## src/pkg/pcf_pkg.sv

```systemverilog
package pcf_pkg;

	// Lock interval at the core clock rate
	localparam int unsigned  LOCK_TIME_US = 50;
	localparam int unsigned  MCLK_MHZ     = 100;
	localparam int unsigned  LOCK_CYCLES  = LOCK_TIME_US * MCLK_MHZ;
	localparam int           LOCK_W       = 13;

	// Reference counted as present while an edge came within this many cycles
	localparam int           TMO_W        = 6;
	localparam logic [5:0]   REF_TMO_CYC  = 6'h20;

	// Cycles without a new phase correction while a slip travels the feedback path
	localparam int           GUARD_W        = 4;
	localparam logic [3:0]   SLIP_GUARD_CYC = 4'hC;

	// Divider chain and reset values
	localparam logic [2:0]   DIV_RST      = 3'h0;
	localparam int           BANK_N       = 3;
	localparam logic         OE_N_RST     = 1'b1;
	localparam logic         STRAP_RST    = 1'b0;

	typedef enum logic [1:0]
	{
		PCF_HOLD   = 2'h0,
		PCF_ACQ    = 2'h1,
		PCF_LOCK   = 2'h3,
		PCF_BYPASS = 2'h2
	} pcf_lock_e;

	typedef struct packed
	{
		logic [BANK_N-1:0] clk;
		logic [BANK_N-1:0] oe;
	} pcf_bank_s;

	typedef struct packed
	{
		pcf_lock_e         fsm;
		logic [LOCK_W-1:0] lock_cnt;
		logic              locked;
		logic [2:0]        div;
		logic [TMO_W-1:0]  ref_tmo;
		logic              ref_prev;
		logic              fb_prev;
		logic              sel_prev;
		logic              oe_n_prev;
		logic              test_prev;
		logic              slip;
		logic [GUARD_W-1:0] guard;
		pcf_bank_s         b1;
		pcf_bank_s         b2;
	} pcf_state_s;

endpackage

```

## src/rtl/pcf_sync.sv

```systemverilog
`timescale 1ns/100ps
module pcf_sync
	import pcf_pkg::*;
#(
	parameter logic RST_VAL = 1'b0
)
(
	// Clock and reset
	input  wire logic mclk,
	input  wire logic nrst,
	input  wire logic ce,
	// Pin side
	input  wire logic pin,
	// Core side
	output logic      lvl
);

	typedef struct packed
	{
		logic s1;
		logic s2;
		logic s3;
		logic lvl;
	} pcf_sync_s;

	localparam pcf_sync_s SYNC_RST = '{s1: RST_VAL, s2: RST_VAL, s3: RST_VAL, lvl: RST_VAL};

	pcf_sync_s st_ff;
	pcf_sync_s nxt_st;

	always_comb
	begin
		nxt_st = st_ff;
		if (ce)
		begin
			nxt_st.s1 = pin;
			nxt_st.s2 = st_ff.s1;
			nxt_st.s3 = st_ff.s2;
			// Accept a change only once the second and third stages agree
			if (st_ff.s2 == st_ff.s3)
				nxt_st.lvl = st_ff.s3;
		end
	end

	always_ff @(posedge mclk or negedge nrst)
	begin
		if (!nrst)
			st_ff <= SYNC_RST;
		else
			st_ff <= nxt_st;
	end

	assign lvl = st_ff.lvl;

endmodule

```

## src/rtl/pcf_top.sv

```systemverilog
`timescale 1ns/100ps
module pcf_top
	import pcf_pkg::*;
#(
	parameter int unsigned LOCK_CYC = LOCK_CYCLES
)
(
	// Clock, reset and clock enable
	input  wire logic  mclk,
	input  wire logic  nrst,
	input  wire logic  ce,
	// Clock pins
	input  wire logic  reference_clock_in,
	input  wire logic  feedback_clock_in,
	// Straps and control pins
	input  wire logic  output_enable_n,
	input  wire logic  config_select,
	input  wire logic  test_bypass,
	input  wire logic  factory_clear_pin,
	// Output banks, clock level and per-pin drive enable
	output pcf_bank_s  bank_one_clock_outs,
	output pcf_bank_s  bank_two_clock_outs,
	// Status
	output logic       pll_locked
);

	localparam logic [LOCK_W-1:0] LOCK_LOAD = LOCK_W'(LOCK_CYC);
	localparam logic [LOCK_W-1:0] LOCK_ONE  = 13'h0001;

	localparam pcf_state_s ST_RST = '{
		fsm:       PCF_HOLD,
		lock_cnt:  LOCK_LOAD,
		locked:    1'b0,
		div:       DIV_RST,
		ref_tmo:   '0,
		ref_prev:  STRAP_RST,
		fb_prev:   STRAP_RST,
		sel_prev:  STRAP_RST,
		oe_n_prev: OE_N_RST,
		test_prev: STRAP_RST,
		slip:      1'b0,
		guard:     '0,
		b1:        '0,
		b2:        '0
	};

	pcf_state_s st_ff;
	pcf_state_s nxt_st;

	logic ref_lvl;
	logic fb_lvl;
	logic oe_n_lvl;
	logic sel_lvl;
	logic test_lvl;

	pcf_sync #(.RST_VAL(STRAP_RST)) u_ref  (.mclk(mclk), .nrst(nrst), .ce(ce), .pin(reference_clock_in), .lvl(ref_lvl));
	pcf_sync #(.RST_VAL(STRAP_RST)) u_fb   (.mclk(mclk), .nrst(nrst), .ce(ce), .pin(feedback_clock_in),  .lvl(fb_lvl));
	pcf_sync #(.RST_VAL(OE_N_RST))  u_oe   (.mclk(mclk), .nrst(nrst), .ce(ce), .pin(output_enable_n),    .lvl(oe_n_lvl));
	pcf_sync #(.RST_VAL(STRAP_RST)) u_sel  (.mclk(mclk), .nrst(nrst), .ce(ce), .pin(config_select),      .lvl(sel_lvl));
	pcf_sync #(.RST_VAL(STRAP_RST)) u_test (.mclk(mclk), .nrst(nrst), .ce(ce), .pin(test_bypass),        .lvl(test_lvl));

	// Factory clear is left unconnected to any state
	logic clr_unused;
	assign clr_unused = factory_clear_pin;

	logic       ref_rise;
	logic       fb_rise;
	logic       ref_valid;
	logic       restart;
	logic       hold;
	logic [2:0] div_nxt;
	logic       half_clk;
	logic       quarter_clk;

	always_comb
	begin
		nxt_st      = st_ff;
		ref_rise    = ref_lvl & ~st_ff.ref_prev;
		fb_rise     = fb_lvl & ~st_ff.fb_prev;
		ref_valid   = (st_ff.ref_tmo != '0);
		div_nxt     = st_ff.div;
		half_clk    = 1'b0;
		quarter_clk = 1'b0;
		// Any change of the loop's reference or feedback path restarts acquisition
		restart = (sel_lvl != st_ff.sel_prev)
			| (~oe_n_lvl & st_ff.oe_n_prev)
			| (~test_lvl & st_ff.test_prev)
			| (ref_rise & ~ref_valid)
			| st_ff.slip;
		hold = oe_n_lvl | ~ref_valid;
		if (ce)
		begin
			nxt_st.ref_prev  = ref_lvl;
			nxt_st.fb_prev   = fb_lvl;
			nxt_st.sel_prev  = sel_lvl;
			nxt_st.oe_n_prev = oe_n_lvl;
			nxt_st.test_prev = test_lvl;
			if (ref_rise)
				nxt_st.ref_tmo = REF_TMO_CYC;
			else if (ref_valid)
				nxt_st.ref_tmo = st_ff.ref_tmo - 6'h01;

			// Phase detector: hold the divider one cycle per unmatched reference edge;
			// the guard waits out the feedback path so one error is not corrected twice
			nxt_st.slip = ref_rise & ~fb_rise & ~test_lvl & (st_ff.guard == '0);
			if (nxt_st.slip)
				nxt_st.guard = SLIP_GUARD_CYC;
			else if (st_ff.guard != '0)
				nxt_st.guard = st_ff.guard - 4'h1;
			if (!nxt_st.slip)
				div_nxt = st_ff.div + 3'h1;
			// Bit 0 stands for the oscillator, so the half rate holds each level at least two cycles
			// and the fed-back output still passes the pin filter
			nxt_st.div  = div_nxt;
			half_clk    = ~div_nxt[1];
			quarter_clk = div_nxt[2];

			case (st_ff.fsm)
				PCF_HOLD:
				begin
					nxt_st.lock_cnt = LOCK_LOAD;
					nxt_st.locked   = 1'b0;
					if (test_lvl)
						nxt_st.fsm = PCF_BYPASS;
					else if (!hold)
						nxt_st.fsm = PCF_ACQ;
				end
				PCF_ACQ:
				begin
					nxt_st.locked = 1'b0;
					if (test_lvl)
						nxt_st.fsm = PCF_BYPASS;
					else if (hold)
						nxt_st.fsm = PCF_HOLD;
					else if (restart)
						nxt_st.lock_cnt = LOCK_LOAD;
					else if (st_ff.lock_cnt == LOCK_ONE)
					begin
						nxt_st.lock_cnt = '0;
						nxt_st.locked   = 1'b1;
						nxt_st.fsm      = PCF_LOCK;
					end
					else
						nxt_st.lock_cnt = st_ff.lock_cnt - LOCK_ONE;
				end
				PCF_LOCK:
				begin
					if (test_lvl)
					begin
						nxt_st.fsm    = PCF_BYPASS;
						nxt_st.locked = 1'b0;
					end
					else if (hold | restart)
					begin
						nxt_st.fsm      = hold ? PCF_HOLD : PCF_ACQ;
						nxt_st.lock_cnt = LOCK_LOAD;
						nxt_st.locked   = 1'b0;
					end
				end
				PCF_BYPASS:
				begin
					nxt_st.locked   = 1'b0;
					nxt_st.lock_cnt = LOCK_LOAD;
					if (!test_lvl)
						nxt_st.fsm = PCF_HOLD;
				end
				default:
				begin
					nxt_st.fsm = PCF_HOLD;
				end
			endcase

			// Output banks
			if (test_lvl)
			begin
				nxt_st.b1.clk = {BANK_N{ref_lvl}};
				nxt_st.b2.clk = {BANK_N{ref_lvl}};
			end
			else
			begin
				nxt_st.b1.clk = {BANK_N{sel_lvl ? quarter_clk : half_clk}};
				nxt_st.b2.clk = {BANK_N{half_clk}};
			end
			nxt_st.b1.oe = {BANK_N{~oe_n_lvl}};
			nxt_st.b2.oe = {BANK_N{~oe_n_lvl}};
		end
	end

	always_ff @(posedge mclk or negedge nrst)
	begin
		if (!nrst)
			st_ff <= ST_RST;
		else
			st_ff <= nxt_st;
	end

	assign bank_one_clock_outs = st_ff.b1;
	assign bank_two_clock_outs = st_ff.b2;
	assign pll_locked          = st_ff.locked;
endmodule

```

## config.mk

```make
export PLATFORM = sky130hd
export DESIGN_NAME = pcf_top
export DESIGN_NICKNAME = d
export VERILOG_FILES = /design/src/pkg/pcf_pkg.sv /design/src/rtl/pcf_sync.sv /design/src/rtl/pcf_top.sv
export SDC_FILE = /design/constraint.sdc
export NUM_CORES = 1
export LEC_CHECK = 0
export BUFFER_PORTS_ARGS = -buffer_cell sky130_fd_sc_hd__buf_2
export CORE_ASPECT_RATIO = 0.5
export CORE_MARGIN = 2
export CORE_UTILIZATION = 54
export DETAILED_ROUTE_END_ITERATION = 6
export HOLD_SLACK_MARGIN = 0.15
export PLACE_DENSITY = 0.74
export SYNTH_ARGS = -nofsm -noshare
export SYNTH_HDL_FRONTEND = slang
export SYNTH_SLANG_ARGS = --single-unit
```

## constraint.sdc

```tcl
create_clock -name mclk -period 2 [get_ports mclk]
set_clock_uncertainty 0.15 [all_clocks]
set_input_delay 0 -clock mclk [delete_from_list [all_inputs] [get_ports mclk]]
set_output_delay 0 -clock mclk [all_outputs]
set_load 0.02 [all_outputs]
```

# Word-level counts from Yosys, hierarchy flattened
# Cells that the tools add are included.
op_classes:
  addsub: 4
  n_eq_ne: 20
  muxes: 28
  bitwise_logic: 21
  reduce_logical: 17
op_table:
  columns: ["op", "n"]
  rows:
  - ["one-hot mux 16 bit (4 select lines)", 1]
  - ["two-way mux 13 bit", 3]
  - ["two-way mux 14 bit", 2]
  - ["AND reduction 2 bit", 9]
  - ["two-way mux 16 bit", 1]
  - ["two-way mux 2 bit", 8]
  - ["== test 13 x 1 -> 1 bit (second input constant)", 1]
  - ["subtractor 13 x 1 -> 13 bit (second input constant)", 1]
  - ["two-way mux 3 bit", 4]
  - ["two-way mux 6 bit", 2]
  - ["!= test 2 bit (second input constant)", 6]
  - ["AND 1 bit", 8]
  - ["two-way mux 4 bit", 2]
  - ["!= test 4 x 3 -> 1 bit (second input constant)", 2]
  - ["inverter 1 bit", 7]
  - ["!= test 3 x 2 -> 1 bit (second input constant)", 2]
  - ["OR 1 bit", 6]
  - ["AND reduction 6 bit", 1]
  - ["nonzero test 6 bit", 1]
  - ["subtractor 6 x 1 -> 6 bit (second input constant)", 1]
  - ["== test 1 bit", 5]
  - ["two-way mux 1 bit", 5]
  - ["AND reduction 5 bit", 1]
  - ["== test 2 bit (second input constant)", 2]
  - ["other kinds (8)", 9]
totals:
  regBits: 62
  inputBits: 9
  out_inout_bits: 13
  elab_cells: 126

# Longest topological paths before layout
depth:
  word_depth: 11
  depth_mapped: 8
  depth_no_buf: 7

# By module
# From an unflattened synthesis, not the netlist that was laid out.
unflattened:
  hier_cells: 299
  hier_area_um2: 3025.4
modules_own_cells:
  columns: ["module", "n_inst", "cells_each", "area_per_inst_um2", "seq_area_each_um2"]
  rows:
  - ["pcf_top", 1, 239, 2244.7, 958.4]
  - ["pcf_sync (u_fb ...)", 4, 12, 155.1, 100.1]
  - ["pcf_sync (u_oe)", 1, 12, 160.2, 105.1]

# Worst setup path after synthesis
# No wires, ideal clock.
synth_timing:
  path_type: "register to register"
  startpoint: "register st_ff[12] (netlist name)"
  endpoint: "register st_ff (netlist bit bank_one_clock_outs[4])"
  setup_ns: 0.088
  arrival_ns: 1.894
  required_time_ns: 1.762
  setup_slack_ns: -0.133
  stages_incl_launch_ff: 9
  path_buffers: 1
  period_less_slack_ns: 2.133
  path_cell_list: "dfrtp_1 inv_1 ha_1 or3b_1 clkbuf_1 nor4_2 mux2i_1 nand2_1 a41oi_1"
synth_between:
  elab_chain_len: 7
synth_lines:
  columns: ["item", "line", "rtl"]
  rows:
  - ["start, declared", "pcf_top.sv:47", "pcf_state_s st_ff;"]
  - ["start signal, assigned", "pcf_top.sv:194", "st_ff <= nxt_st;"]
  - ["logical NOT 4 bit *", "pcf_top.sv:105", "nxt_st.slip = ref_rise & ~fb_rise & ~test_lvl & (st_ff.guard == '0);"]
  - ["AND 1 bit *", "pcf_top.sv:105", null]
  - ["two-way mux 3 bit *", "pcf_top.sv:110", "if (!nxt_st.slip)"]
  - ["two-way mux 3 bit *", "pcf_top.sv:91", "if (ce)"]
  - ["inverter 1 bit", "pcf_top.sv:115", "half_clk = ~div_nxt[1];"]
  - ["two-way mux 1 bit *", "pcf_top.sv:181", "nxt_st.b1.clk = {BANK_N{sel_lvl ? quarter_clk : half_clk}};"]
  - ["two-way mux 3 bit *", "pcf_top.sv:174", "if (test_lvl)"]
# Mark *: on every way between the ends. The rest lies on a longest branch, timed or not. The select of a mux whose other input is x is not followed.
# A chain may end at the register's enable or synchronous reset.

# Worst setup path after layout
# Ends and elaborated chain as after synthesis.

==> results.ini <==
[status]
status = finished with violations
violations = negative setup slack

[die]
die_w_microns = 111
die_y_microns = 57.6
core_area_sq_um = 5520
ios = 22
rows = 19
fp.dieArea_sq_um = 6410
initial_core_util_pct = 56.3

[timing]
rsz0062_at_grt = true
max_freq_mhz = 488
max_slew.worst_pin.slew_ps = 732
finalSetupTns_ps = -50.8
relSlewSlack_pct = 51.2
setup_violations = 1
hold_violations = 0
period_share_pct = 103
finalMaxSlewViolations = 0
fin_crit_ps = 2050
setup_ws_ps = -50.8

[synthesis]
synth_most_common_cell = dfrtp_1
syn_area_sq_um = 3110
synth_top_area_share_pct = 38.7
syn_inst = 301
ys_seq_area_share_pct = 47.1
synth_top_cell_by_area = dfrtp_1
syn-num-nets = 317
synth_common_cells = 48 x dfrtp_1, 25 x o21ai_0, 23 x nand2_1
yosysWarnings = 0
syn_avg_cell_area_sq_um = 10.3
synthTopCellsByArea = dfrtp_1 39%, dfstp_2 8.5%, mux2_2 6.2%, o21ai_0 4.0%, a21oi_1 3.4%
synth-edff-count = 0
ys_ff_latch = 58
synth-main-ff-cell = dfrtp_1
ys_async_sr_fraction_pct = 100
synth_cell_types = 63

[setup_path]
worstRegToRegCells = 7
worstReg2RegEnd = bank_one_clock_outs[4]
critPathMaxFanout = 4
critical_path.top_delay_family = simple AND/OR/NAND/NOR gates
max_stage_delay_ps = 410
worstPathRequired_ps = 2100
r2r_slack_ps = -50
crit_chain = inv_2 -> ha_4 -> or3b_4 -> nor4_4 -> mux2i_1 -> nand2_1 -> a41oi_2
timing.rr.start = st_ff[12]
cp_num_buf_inv = 1
start_kind = register
crit_slowest_cell = or3b_4
cp_data_arrival_time_ps = 2150
crit_path_end_kind = register
crit_type = reg2reg

[power_and_ir_drop]
finalPower_mw = 5.52
power.internal_mw = 3.55
peakVddDrop_mv = 0.988
p_sw_mw = 1.97
seqPwrFrac_pct = 32.6
p_comb_share_pct = 40.0
total_leakage_power_nw = 1.68
clkPwrFrac_pct = 27.4
powerDensity_nw_per_um2 = 1410
swShare_pct = 35.7

[cts]
ctsHtreeMaxLevel = 3
cts.sinks = 58
clkLatencyLatePin_ps = 330
cts_buffers = 9
clk_pin_slew_worst_paths_ps = 50
cts-root-buf = clkbuf_16
ctsLongestPathBuffers = 2
cts_tree = built

[global_route]
grt_pass1_wl_mm = 11.1
grt_util_all_layers_pct = 22.2
grt_pass1_vias = 2429
grt_start_max_net_pins = 59
antenna_found_initial = 0
overflow = 0

[place]
dpl-instance-area_sq_um = 3420
routabilityCongestion = 0.849
hpwl_mm = 4.23
post-place-ws_ps = -181
portBuffers = 20

[detailed_routing]
drcViolationCount = 0
drt_first_iter_violations = 97
wl_per_cell_microns = 15.2
drtAntennaViolNets = 0
routed_via_density = 5.62
firstDrtPassIters = 4
wl_mm = 6.55
vias = 2427

[finish]
n_antenna_cell = 0
final_cell_area_sq_um = 3910
nNetsFinal = 370
multi_input_area_sq_um = 1530
final_core_utilization_pct = 70.9
regArea_sq_um = 1470
layout-drive-gt1-share_pct = 35.9
num-fill-cells = 382
area_delta_synth_final_pct = 26.0

[hold_path]
hold_path_class = in2async

[run]
drv_cap = 0

[final cells by class]
cell class,count,area share (%)
clock buffer,11,6.20
clock inverter,5,1.38
inverter,20,1.92
multi-input combinational,201,39.0
sequential,58,37.4
tap,73,2.33
timing repair buffer,64,11.7
[cells by family after synthesis]
family	count (synthesis)	synth area share, %
xor gates and xnor gates	8	2.26
buffers and inverters	42	6.89
muxes	20	7.17
adders and majority gates	7	2.82
AOI/OAI and AO/OA	82	17.5
and+or+nand+nor	84	16.2
DFF	58	47.1
[metal layers]
| layer | GRT usage (%) | vias up | wire [microns] |
|---|---|---|---|
| met5 | 0 | - | 0 |
| met1 | 26.5 | 1195 | 2860 |
| li1 | - | 1180 | - |
| met4 | 6.35 | 0 | 42 |
| met2 | 38.2 | 47 | 3310 |
| met3 | 9.21 | 5 | 335 |
[power by group through the flow]
stage | clock network (mW) | registers [mW] | logic, mW
2_1_floorplan | 0 | 1.79 | 1.36
3_3_place_gp | 0 | 1.78 | 1.91
3_5_place_dp | 0 | 1.80 | 2.00
4_1_cts | 1.54 | 1.79 | 2.10
5_1_grt | 1.60 | 1.84 | 2.43
6_report | 1.51 | 1.80 | 2.21
[through the flow]
step           std cells  hold WS (ps)
3_5_place_dp         406          38.9
6_report             432           188
4_1_cts              430           225
3_3_place_gp         406          33.3
2_1_floorplan        301          -446
5_1_grt              432           287
[registers in the layout, indices dropped and copies added, names as in the netlist, 2 cells and up]
signal / count
bank_two_clock_outs: 2
st_ff: 34
u_fb.st_ff: 3
u_oe.st_ff: 3
u_ref.st_ff: 3
u_sel.st_ff: 3
u_test.st_ff: 3
[placed cells by master (no fill, tap or decap), types with 2 or more instances in the layout]
| cell type | instances |
|---|---|
| nand3_1 | 8 |
| nor4_1 | 3 |
| nor2_1 | 8 |
| o21a_4 | 2 |
| or3_1 | 3 |
| o21ai_0 | 24 |
| buf_2 | 21 |
| mux2i_1 | 2 |
| nand4b_1 | 2 |
| nand2_1 | 22 |
| xor2_1 | 3 |
| a31oi_1 | 2 |
| ha_1 | 6 |
| a21oi_1 | 21 |
| o22ai_1 | 2 |
| o31ai_2 | 3 |
| nor4_4 | 2 |
| nand4_1 | 3 |
| dlygate4sd3_1 | 7 |
| xnor2_1 | 5 |
| nor3b_1 | 2 |
| nand3b_1 | 5 |
| o21ai_1 | 4 |
| dfstp_2 | 10 |
| o21a_1 | 2 |
| dfrtp_1 | 47 |
| nand2b_1 | 7 |
| mux2_2 | 17 |
| buf_6 | 3 |
| o311ai_2 | 2 |
| clkinv_2 | 3 |
| inv_2 | 2 |
| inv_1 | 18 |
| nor3_1 | 3 |
| nor2b_1 | 2 |
| clkbuf_16 | 9 |
| buf_4 | 33 |
| nor2b_2 | 2 |
[worst register-to-register path: stages, from the launching register on]
cell     delay (ps)
dfrtp_1         390
inv_2            90
ha_4            140
or3b_4          410
nor4_4          200
mux2i_1         280
nand2_1         110
a41oi_2         200
[worst max-delay path by stage]
stage / startpoint / slack (ps) / cells after the start / endpoint
2_1_floorplan: st_ff[12] / -20 / 8 / bank_one_clock_outs[4]
6_report: st_ff[12] / -50 / 7 / bank_one_clock_outs[4]
4_1_cts: st_ff[12] / -50 / 7 / bank_one_clock_outs[4]
3_5_place_dp: st_ff[13] / -180 / 7 / bank_one_clock_outs[4]
5_1_grt: st_ff[12] / -180 / 7 / bank_two_clock_outs[4]
3_3_place_gp: st_ff[13] / -9 / 7 / bank_one_clock_outs[4]
[repair_timing]
item / 4_1_cts / 5_1_grt
hold buffers: 7 / 0
setup endpoints to repair: 11 / 22
gates resized for setup: 8 / 19
cloned: 0 / 1
pin swaps: 0 / 5
setup buffers: 1 / 1
endpoints found under the hold margin: 72 / 0
No activity file was read; power rests on OpenSTA's default activity.
